[src/dma_ctrl_pkg.sv]
// Constants and types for the four-channel DMA channel control logic
package dma_ctrl_pkg;
    localparam int CHANNELS = 4;
    localparam int FIFO_WIDTH = 32;
    localparam int FIFO_DEPTH = 16;

    // Byte offsets of the channel control registers, channel 0 lowest
    localparam logic [31:0] CONTROL_OFS = {8'h5C, 8'h4C, 8'h3C, 8'h2C};
    localparam logic [31:0] CONTROL_RESET = 32'h0000_0000;

    // Field positions
    localparam int POINTER_MODE_BIT = 20;
    localparam int SOURCE_RELOAD_BIT = 19;
    localparam int REQ_ACCEPT_POL_BIT = 18;
    localparam int ACK_PHASE_BIT = 17;
    localparam int ACK_POL_BIT = 16;
    localparam int DEST_STEP_LSB = 14;
    localparam int SRC_STEP_LSB = 12;
    localparam int REQ_EDGE_BIT = 6;
    localparam int UNIT_SIZE_LSB = 3;
    localparam int IRQ_EN_BIT = 2;
    localparam int TE_BIT = 1;
    localparam int CHAN_EN_BIT = 0;

    // Plain writable bits of every channel, transfer-end flag excluded
    localparam logic [31:0] COMMON_MASK = 32'h0000_FF3D;
    // Extra writable bits per channel, channel 0 lowest
    localparam logic [127:0] CHAN_MASKS = {
        32'h0010_0000, 32'h0008_0000, 32'h0007_0040, 32'h0007_0040};

    // Address step magnitudes
    localparam logic [31:0] STEP_BYTE = 32'h0000_0001;
    localparam logic [31:0] STEP_WORD = 32'h0000_0002;
    localparam logic [31:0] STEP_LONG = 32'h0000_0004;
    localparam logic [31:0] STEP_BLOCK = 32'h0000_0010;
    localparam logic [31:0] STEP_INDIRECT = 32'h0000_0004;

    typedef enum logic [1:0] {
        STEP_FIXED = 2'b00,
        STEP_INC = 2'b01,
        STEP_DEC = 2'b10,
        STEP_BAD = 2'b11
    } step_mode_t;

    typedef enum logic [1:0] {
        SIZE_BYTE = 2'b00,
        SIZE_WORD = 2'b01,
        SIZE_LONG = 2'b10,
        SIZE_BLOCK = 2'b11
    } unit_size_t;
endpackage

[src/dma_channel_mode_control.sv]
// DMA channel control registers, address stepping, strobe pins, data FIFO
`timescale 1ns/1ns

module dma_data_fifo #(
    parameter int WIDTH = 32,
    parameter int DEPTH = 16
) (
    // Clock and reset
    input wire logic i_core_clk,
    input wire logic i_rst_n,
    // Fill side
    input wire logic i_in_valid,
    input wire logic [WIDTH-1:0] i_in_data,
    output logic o_in_ready,
    // Drain side
    output logic o_out_valid,
    output logic [WIDTH-1:0] o_out_data,
    input wire logic i_out_ready
);
    localparam int AW = $clog2(DEPTH);

    logic [WIDTH-1:0] mem [DEPTH];
    logic [AW:0] wr_ptr;
    logic [AW:0] rd_ptr;
    wire full = (wr_ptr[AW] != rd_ptr[AW]) &&
        (wr_ptr[AW-1:0] == rd_ptr[AW-1:0]);
    wire empty = (wr_ptr == rd_ptr);
    wire push = i_in_valid && !full;
    wire pop = i_out_ready && !empty;

    assign o_in_ready = !full;
    assign o_out_valid = !empty;
    assign o_out_data = mem[rd_ptr[AW-1:0]];

    // Storage, written only on an accepted push
    always_ff @(posedge i_core_clk) begin
        if (push) begin
            mem[wr_ptr[AW-1:0]] <= i_in_data;
        end
    end

    // Pointers with one wrap bit each
    always_ff @(posedge i_core_clk or negedge i_rst_n) begin
        if (!i_rst_n) begin
            wr_ptr <= '0;
            rd_ptr <= '0;
        end else begin
            wr_ptr <= push ? wr_ptr + 1'b1 : wr_ptr;
            rd_ptr <= pop ? rd_ptr + 1'b1 : rd_ptr;
        end
    end
endmodule

module dma_channel_mode_control
    import dma_ctrl_pkg::*;
(
    // Clock and reset
    input wire logic i_core_clk,
    input wire logic i_reset_n,
    input wire logic i_standby,
    // CPU register port
    input wire logic i_bus_sel,
    input wire logic i_bus_wr,
    input wire logic [7:0] i_bus_addr,
    input wire logic [3:0] i_bus_be,
    input wire logic [31:0] i_bus_wdata,
    output logic [31:0] o_bus_rdata,
    output logic o_bus_ack,
    // Transfer engine events, one bit per channel, and initial addresses shared by all channels
    input wire logic [3:0] i_addr_load,
    input wire logic [31:0] i_src_init,
    input wire logic [31:0] i_dst_init,
    input wire logic [3:0] i_unit_done,
    input wire logic [3:0] i_count_done,
    // Channel state toward the transfer engine
    output logic [127:0] o_src_addr,
    output logic [127:0] o_dst_addr,
    output logic [3:0] o_chan_enable,
    output logic [3:0] o_irq_request,
    // External request pins, channels 0 and 1
    input wire logic [1:0] i_transfer_request_input,
    output logic [1:0] o_request_detect,
    input wire logic [1:0] i_req_accept,
    output logic [1:0] o_request_accept_strobe,
    input wire logic [1:0] i_ack_window,
    input wire logic [1:0] i_dual_mode,
    input wire logic i_cycle_is_write,
    output logic [1:0] o_transfer_acknowledge_strobe,
    // Data stream through the FIFO
    input wire logic i_data_valid,
    input wire logic [31:0] i_data,
    output logic o_data_ready,
    output logic o_out_valid,
    output logic [31:0] o_out_data,
    input wire logic i_out_ready
);
    logic [1:0] rst_pipe;
    logic rst_n;
    logic [31:0] ctrl [CHANNELS];
    logic [3:0] te_seen;
    logic [31:0] src_init [CHANNELS];
    logic [31:0] rd_term [CHANNELS];
    logic [31:0] next_rdata;
    logic [1:0] transfer_request_input_meta;
    logic [1:0] transfer_request_input_sync;
    logic [1:0] transfer_request_input_prev;

    // Step for one channel from its mode, unit size and pointer mode
    function automatic logic [31:0] step_of(input logic [1:0] mode,
        input logic [1:0] size, input logic indirect);
        logic [31:0] mag;
        logic [31:0] step;
        mag = STEP_BYTE;
        step = 32'h0000_0000;
        case (size)
            SIZE_BYTE: mag = STEP_BYTE;
            SIZE_WORD: mag = STEP_WORD;
            SIZE_LONG: mag = STEP_LONG;
            default: mag = STEP_BLOCK;
        endcase
        if (indirect) begin
            mag = STEP_INDIRECT;
        end
        case (mode)
            STEP_INC: step = mag;
            STEP_DEC: begin
                if (size == SIZE_BLOCK && !indirect) begin
                    step = 32'h0000_0000;
                end else begin
                    step = ~mag + 32'h0000_0001;
                end
            end
            default: step = 32'h0000_0000;
        endcase
        return step;
    endfunction

    // Reset release through two flip-flops
    always_ff @(posedge i_core_clk or negedge i_reset_n) begin
        if (!i_reset_n) begin
            rst_pipe <= 2'b00;
        end else begin
            rst_pipe <= {rst_pipe[0], 1'b1};
        end
    end
    assign rst_n = rst_pipe[1];

    // Byte lane mask and bus strobes
    wire [31:0] lane_mask = {{8{i_bus_be[3]}}, {8{i_bus_be[2]}},
        {8{i_bus_be[1]}}, {8{i_bus_be[0]}}};
    wire bus_write = i_bus_sel && i_bus_wr;
    wire bus_read = i_bus_sel && !i_bus_wr;
    // Engine is frozen in standby; address counters hold, CPU writes to control registers still land
    wire run = !i_standby;

    genvar ch;
    generate
        for (ch = 0; ch < CHANNELS; ch++) begin : g_chan
            wire hit = (i_bus_addr == CONTROL_OFS[ch*8 +: 8]);
            // Only implemented bits of this channel take writes
            wire [31:0] impl_mask = COMMON_MASK | CHAN_MASKS[ch*32 +: 32];
            wire [31:0] wr_mask = impl_mask & lane_mask;
            wire [31:0] cur = ctrl[ch];
            wire te = cur[TE_BIT];
            wire te_clear = bus_write && hit && i_bus_be[0] &&
                !i_bus_wdata[TE_BIT] && te_seen[ch];
            wire te_set = run && i_count_done[ch];
            wire next_te = te_set || (te && !te_clear);
            wire [31:0] written = bus_write && hit ?
                ((cur & ~wr_mask) | (i_bus_wdata & wr_mask)) : cur;
            wire [31:0] next_ctrl = (written & impl_mask) |
                ({31'h0, next_te} << TE_BIT);
            wire indirect = cur[POINTER_MODE_BIT];
            wire [1:0] size = cur[UNIT_SIZE_LSB +: 2];
            wire [31:0] s_step = step_of(cur[SRC_STEP_LSB +: 2], size,
                indirect);
            wire [31:0] d_step = step_of(cur[DEST_STEP_LSB +: 2], size,
                1'b0);
            wire reload = cur[SOURCE_RELOAD_BIT] && i_count_done[ch];
            wire [31:0] src_now = o_src_addr[ch*32 +: 32];
            wire [31:0] dst_now = o_dst_addr[ch*32 +: 32];
            wire [31:0] next_src = !run ? src_now :
                i_addr_load[ch] ? i_src_init :
                reload ? src_init[ch] :
                i_unit_done[ch] ? src_now + s_step : src_now;
            wire [31:0] next_dst = !run ? dst_now :
                i_addr_load[ch] ? i_dst_init :
                i_unit_done[ch] ? dst_now + d_step : dst_now;
            wire next_seen = next_te && (te_seen[ch] ||
                (bus_read && hit && te));

            assign rd_term[ch] = (bus_read && hit) ? cur : 32'h0;

            // Control register and transfer-end handshake state
            always_ff @(posedge i_core_clk or negedge rst_n) begin
                if (!rst_n) begin
                    ctrl[ch] <= CONTROL_RESET;
                    te_seen[ch] <= 1'b0;
                end else begin
                    ctrl[ch] <= next_ctrl;
                    te_seen[ch] <= next_seen;
                end
            end

            // Address counters and the saved initial source
            always_ff @(posedge i_core_clk or negedge rst_n) begin
                if (!rst_n) begin
                    o_src_addr[ch*32 +: 32] <= 32'h0;
                    o_dst_addr[ch*32 +: 32] <= 32'h0;
                    src_init[ch] <= 32'h0;
                end else begin
                    o_src_addr[ch*32 +: 32] <= next_src;
                    o_dst_addr[ch*32 +: 32] <= next_dst;
                    if (run && i_addr_load[ch]) begin
                        src_init[ch] <= i_src_init;
                    end
                end
            end

            // Enable and completion request toward the engine
            always_ff @(posedge i_core_clk or negedge rst_n) begin
                if (!rst_n) begin
                    o_chan_enable[ch] <= 1'b0;
                    o_irq_request[ch] <= 1'b0;
                end else begin
                    o_chan_enable[ch] <= next_ctrl[CHAN_EN_BIT];
                    o_irq_request[ch] <= next_te &&
                        next_ctrl[IRQ_EN_BIT];
                end
            end
        end
    endgenerate

    // Read data gathers the addressed channel; unmapped reads give zero
    always_comb begin
        next_rdata = 32'h0;
        for (int i = 0; i < CHANNELS; i++) begin
            next_rdata = next_rdata | rd_term[i];
        end
    end

    // Bus answer one cycle after the access
    always_ff @(posedge i_core_clk or negedge rst_n) begin
        if (!rst_n) begin
            o_bus_rdata <= 32'h0;
            o_bus_ack <= 1'b0;
        end else begin
            o_bus_rdata <= next_rdata;
            o_bus_ack <= i_bus_sel;
        end
    end

    // Request pin synchroniser and edge history
    always_ff @(posedge i_core_clk or negedge rst_n) begin
        if (!rst_n) begin
            transfer_request_input_meta <= 2'b11;
            transfer_request_input_sync <= 2'b11;
            transfer_request_input_prev <= 2'b11;
        end else begin
            transfer_request_input_meta <= i_transfer_request_input;
            transfer_request_input_sync <= transfer_request_input_meta;
            transfer_request_input_prev <= transfer_request_input_sync;
        end
    end

    // Pin logic for channels 0 and 1
    generate
        for (ch = 0; ch < 2; ch++) begin : g_pin
            wire [31:0] cur = ctrl[ch];
            wire detect = cur[REQ_EDGE_BIT] ?
                (transfer_request_input_prev[ch] && !transfer_request_input_sync[ch]) : !transfer_request_input_sync[ch];
            wire accept_lvl = cur[REQ_ACCEPT_POL_BIT] ?
                i_req_accept[ch] : !i_req_accept[ch];
            wire in_phase = !i_dual_mode[ch] ||
                (i_cycle_is_write == cur[ACK_PHASE_BIT]);
            wire ack_act = i_ack_window[ch] && in_phase;
            wire ack_lvl = cur[ACK_POL_BIT] ?
                ack_act : !ack_act;

            // Registered pin outputs, strobes idle high and request detect low after reset
            always_ff @(posedge i_core_clk or negedge rst_n) begin
                if (!rst_n) begin
                    o_request_detect[ch] <= 1'b0;
                    o_request_accept_strobe[ch] <= 1'b1;
                    o_transfer_acknowledge_strobe[ch] <= 1'b1;
                end else begin
                    o_request_detect[ch] <= detect;
                    o_request_accept_strobe[ch] <= accept_lvl;
                    o_transfer_acknowledge_strobe[ch] <= ack_lvl;
                end
            end
        end
    endgenerate

    // Data path buffer
    dma_data_fifo #(
        .WIDTH(FIFO_WIDTH),
        .DEPTH(FIFO_DEPTH)
    ) u_fifo (
        .i_core_clk(i_core_clk),
        .i_rst_n(rst_n),
        .i_in_valid(i_data_valid),
        .i_in_data(i_data),
        .o_in_ready(o_data_ready),
        .o_out_valid(o_out_valid),
        .o_out_data(o_out_data),
        .i_out_ready(i_out_ready)
    );
endmodule

[config.mk]
export PLATFORM = sky130hd
export DESIGN_NAME = dma_channel_mode_control
export DESIGN_NICKNAME = d
export VERILOG_FILES = /design/src/dma_ctrl_pkg.sv /design/src/dma_channel_mode_control.sv
export SDC_FILE = /design/constraint.sdc
export NUM_CORES = 2
export LEC_CHECK = 0
export ABC_CLOCK_PERIOD_IN_PS = 14900
export BUFFER_PORTS_ARGS = -buffer_cell sky130_fd_sc_hd__buf_2
export CORE_AREA = 2 2 356 358
export DETAILED_ROUTE_END_ITERATION = 10
export DIE_AREA = 0 0 358 360
export GPL_ROUTABILITY_DRIVEN = 0
export PLACE_DENSITY = 0.67
export SYNTH_ARGS = -nofsm -noshare
export SYNTH_HDL_FRONTEND = slang
export SYNTH_SLANG_ARGS = --single-unit
[constraint.sdc]
create_clock -name i_core_clk -period 14.9 [get_ports i_core_clk]
set_clock_uncertainty 0.15 [all_clocks]
set_input_delay 2.98 -clock i_core_clk [delete_from_list [all_inputs] [get_ports i_core_clk]]
set_output_delay 2.98 -clock i_core_clk [all_outputs]
set_load 0.005 [all_outputs]
======== Word-level counts from Yosys, hierarchy flattened ========
Memories as Yosys holds them, arrays and structs flattened.
Cells that the tools add are included.
word-level totals
  register bits after elaboration ......... 532
  bits in latches ......................... 0
  RAM bits ................................ 512
  bits in read-only memories .............. 0
  input port bits ......................... 168
  output and inout bits ................... 337
  logic and storage cells ................. 300
  memories kept ........................... 1
memory list
  name        words  bits a word  read ports  clocked after Yosys merged registers in  write ports  line                            text
  u_fifo.mem  16     32           1           0                                        1            dma_channel_mode_control.sv:22  logic [WIDTH-1:0] mem [DEPTH];
cells by class
  add/sub/neg operators ................... 18
  $mul .................................... 0
  div/mod/pow operators ................... 0
  order comparisons ....................... 0
  equality and inequality tests ........... 37
  shift-type cells ........................ 0
  mux-type cells .......................... 60
  bitwise gates (word level) .............. 30
  reductions and logical operators ........ 112
operators with widths
  cell                   number
  $mux 32                31
  $pmux 32 s2            8
  $add 32x1->32 const B  8
  $add 32x32->32         8
  $not 32->32            8
  $or 32x32->32          3
  $mux 19                4
  $pmux 5 s3             4
  $logic_and 1x1->1      59
  $and 19x19->19         3
  $and 21x21->21         2
  $mux 21                2
  $and 20x20->20         2
  $mux 20                2
  $or 19x19->19          2
  $or 19x2->19           2
  $eq 2x2->1 const B     16
  $eq 2x1->1 const B     12
  $not 21->21            1
  $or 21x2->21           1
  $or 21x21->21          1
  $not 20->20            1
  $or 20x2->20           1
  $or 20x20->20          1
  19 further kinds       75

======== Longest topological paths before layout ========
  depth in word-level cells ............... 11
  depth in mapped cells ................... 20
  gate-level depth less buffers ........... 19

======== Modules after synthesis ========
Synthesis repeated with hierarchy kept, for this count alone.
unflattened totals
  cell total of the unflattened synthesis .. 4420
  area total of the unflattened synthesis .. 50088.0 um2
by module, submodules not included
  module                    times used  cells each  area each (um2)  seq. area each (um2)
  dma_channel_mode_control  1           3556        30120.1          9947.0
  dma_data_fifo             1           864         19967.9          15625.0

======== Worst setup path after synthesis ========
No wires, ideal clock.
  path type ............................... flip-flop to output port
  start ................................... register u_fifo.rd_ptr[0]
  end ..................................... output port o_out_data[0]
  arrival time ............................ 2.355 ns
  required time ........................... 11.770 ns
  path slack .............................. 9.415 ns
  cell stages (with the launch flop) ...... 6
  buffers on the path ..................... 3
  cell sequence ........................... dfrtp_1 clkbuf_1 clkbuf_1 buf_1 mux4_2 mux4_2
on the way
  longest elaborated chain between the ends .. 1
RTL lines
  element                 line                            text
  from (decl)             dma_channel_mode_control.sv:24  logic [AW:0] rd_ptr;
  from (signal assigned)  dma_channel_mode_control.sv:49  rd_ptr <= pop ? rd_ptr + 1'b1 : rd_ptr;
  $mem_v2 16x32           -
  to (decl)               dma_channel_mode_control.sv:94  output logic [31:0] o_out_data,
No other way between the ends.

======== Worst setup path after layout ========
  start ................................... register u_fifo.rd_ptr[0]
  end ..................................... output port o_out_data[20]
The elaborated chain is that of the path after synthesis.

==> metrics.md <==
| Metric | Value |
|---|---|
| Status | finished, final reports clean |
| Leakage | 24.21 nW |
| Nets@finish | 5207 |
| Cell Area, Synth | 49820 um^2 |
| Hold-fix buffers, CTS | 0 |
| Sequential share of power | 0.418 |
| Peak VDD IR | 0.1452 mV |
| DR WL met3 | 13940 um |
| Max_slew headroom | 0.1512 |
| Final Slew Violations | 0 |
| 1st-pass router iterations | 6 |
| Reg2reg setup slack | 9.77 ns |
| RSZ-0062 raised after global routing | false |
| Final worst path period need | 7.110 ns |
| CTS clk-pin slew, worst paths | 0.06 ns |
| Reg2reg path depth | 18 |
| Hold Path Class | flop to asynchronous set/reset pin |
| Sw Share | 0.3092 |
| Core Area | 124900 um^2 |
| Clock root buffer | clkbuf_16 |
| Worst Tran Pin Value | 1.273 ns |
| EDFF count, synth | 512 |
| Post-synth top flop | edfxtp_1 |
| Type of the worst setup path | flop to output pin |
| First-pass GRT wire length | 224500 um |
| Input/output buffers | 479 |
| Worst setup SP type | flop |
| Footprint of the multi-input gates | 23140 um^2 |
| Cell variety after synth | 83 |
| Setup Viol. Count Final | 0 |
| Die H | 360 um |
| Register bit total from synthesis | 919 |
| Clock Latency Late Sink | 0.75 ns |
| Switch Pwr | 2.393 mW |
| WP data arrival | 3.98 ns |
| All-Layer GR Usage | 0.2315 |
| Clock tree buffer depth | 3 |
| Comb pwr share | 0.254 |
| Reg-to-Reg End | g_chan[3].src_now[29]$_DFFE_PN0P_ |
| Final TNS setup | 0 ns |
| Setup Fix Bufs, Post-CTS | 0 |
| FF+latch area | 25580 um^2 |
| Worst endpoint required time | 11.77 ns |
| Syn-to-layout area delta | 15.15% |
| Uppermost routed layer | met5 |
| Yosys warnings | 0 |
| Initial antenna violation count | 15 |
| Clock share of power | 0.328 |
| Fmax | 0.1406 GHz |
| Most frequent cells in the layout | edfxtp_1, buf_2, nand2_1 |
| Power Internal | 5.346 mW |
| Met1 wire length | 62040 um |
| Fin util | 0.4592 |
| Total wire length | 152900 um |
| Final Hold Viols | 0 |
| Num CTS Buffers | 99 |
| Die area | 128900 um^2 |
| Initial drt markers | 3231 |
| Post-synth ARST share | 0.4429 |
| Syn avg cell area | 11.54 um^2 |
| Top-level I/O count | 505 |
| Total number of vias | 36870 |
| Leading cell type in the layout, fill and taps excluded | edfxtp_1 |
| Starting density of the core | 0.3988 |
| Post_cts resized | 0 |
| Crit. End Element | output pin |
| Largest net degree at the start of global routing | 155 |
| Crit Path Max Fanout | 52 |
| H-tree levels | 3 |
| Met2 WL | 69990 um |
| Tot Pwr | 7.739 mW |
| Layout cells sized above 1 | 0.2031 |
| Vias per cell | 5.679 |
| # fillers | 11437 |
| DR WL/cell | 23.55 um |
| Synth Instances | 4316 |
| Register area share after synthesis | 0.5133 |
| Num Clock Sinks | 919 |
| Die X-Extent | 358 um |
| DRC | 0 |
| Vias in the first global route | 35096 |
| Hpwl dp | 108100 um |
| FP Rows | 130 |
| CTS tree | yes |
| Antenna-violating nets left | 0 |
| Grt ovf | 0 |
| Power Density | 134.9 nW/um^2 |
| Period utilization | 0.4772 |
| Max-cap violations | 0 |
-- flip-flops by register name, indices dropped and copies added, names as in the netlist, named ones only --
| name | cells |
|---|---|
| u_fifo.mem | 512 |
| g_chan.dst_now | 128 |
| g_chan.src_now | 128 |
| src_init | 32 |
| o_bus_rdata | 20 |
| g_chan.cur | 8 |
| u_fifo.rd_ptr | 5 |
| u_fifo.wr_ptr | 5 |
| o_irq_request | 4 |
| te_seen | 4 |
| o_request_accept_strobe | 2 |
| o_request_detect | 2 |
| o_transfer_acknowledge_strobe | 2 |
| rst_pipe | 2 |
| transfer_request_input_meta | 2 |
| transfer_request_input_prev | 2 |
| transfer_request_input_sync | 2 |
| o_bus_ack | 1 |
-- per-layer routing --
| layer | track usage | vias up |
|---|---|---|
| li1 | - | 17133 |
| met5 | 0 | - |
| met1 | 0.2959 | 18077 |
| met4 | 0.09771 | 24 |
| met2 | 0.3651 | 1313 |
| met3 | 0.06819 | 323 |
-- area by class of cell --
class,instances,area share
well taps,1650,0.03599
diodes,2,0.00008724
inverters,107,0.007001
multi-input cells,3101,0.4035
flip-flops and latches,919,0.4460
clock buffers,129,0.04674
repair buffers,531,0.04894
clock inverters,53,0.01180
-- cell usage after synthesis (all sizes together) (36+ instances only) --
master,count,share of area
edfxtp,512,0.31
dfrtp,397,0.20
nand2,397,0.030
o21ai,377,0.038
a21oi,373,0.038
nor2,274,0.021
ha,272,0.068
mux4,160,0.072
clkbuf,154,0.012
a21o,123,0.019
xnor2,115,0.020
inv,105,0.0079
mux2,96,0.022
xor2,91,0.016
nand3,77,0.0077
and3,51,0.0064
nor3,51,0.0051
mux2i,47,0.0094
buf,46,0.0047
o21a,46,0.0069
a211oi,42,0.0063
and2,38,0.0048
a22oi,36,0.0054
-- critical path, cell delays in order (launching register included) --
cell,delay (ns)
dfrtp_4,0.92
buf_4,0.92
mux4_2,0.62
mux4_2,0.52
buf_2,0.16
-- power groups by stage --
stage          logic (mW)  registers, mW  clock network, mW
2_1_floorplan        1.31           3.16                  0
3_3_place_gp         1.94           3.27                  0
3_5_place_dp         1.97           3.29                  0
4_1_cts              1.98           3.24               2.58
5_1_grt              2.12           3.27               2.68
6_report             1.97           3.24               2.53
-- worst max-delay path by stage --
stage / from / depth (start not counted) / slack, ns / endpoint
detailed placement: u_fifo.rd_ptr[0]$_DFFE_PN0P_ / 4 / 8.50 / o_out_data[19]
global placement: u_fifo.rd_ptr[0]$_DFFE_PN0P_ / 4 / 8.50 / o_out_data[19]
CTS: u_fifo.rd_ptr[0]$_DFFE_PN0P_ / 4 / 7.67 / o_out_data[20]
floorplan: rst_pipe[1]$_DFF_PN0_ / 0 / 2.58 / asynchronous set/reset pin
global route: u_fifo.rd_ptr[0]$_DFFE_PN0P_ / 4 / 7.51 / o_out_data[20]
finish: u_fifo.rd_ptr[0]$_DFFE_PN0P_ / 4 / 7.79 / o_out_data[20]
-- cells by family after synthesis --
group,share of synthesized area
AO/OA/AOI/OAI,0.1540
adder cells (fa/ha/maj),0.07153
multiplexers,0.1035
XOR/XNOR,0.03622
other,0.0001507
AND/OR/NAND/NOR,0.09697
flip-flops,0.5133
buffers and inverters,0.02434
-- per-stage QoR --
stage	instances	instance area [um^2]	hold slack [ns]	worst slack [ns]
2_1_floorplan	4327	49860	0.1812	2.584
3_3_place_gp	6308	54000	0.1329	8.502
3_5_place_dp	6308	54000	0.1340	8.500
4_1_cts	6490	57360	0.1532	7.666
5_1_grt	6492	57370	0.1836	7.507
6_report	6492	57370	0.1453	7.790
(Power assumes the default switching activity.)
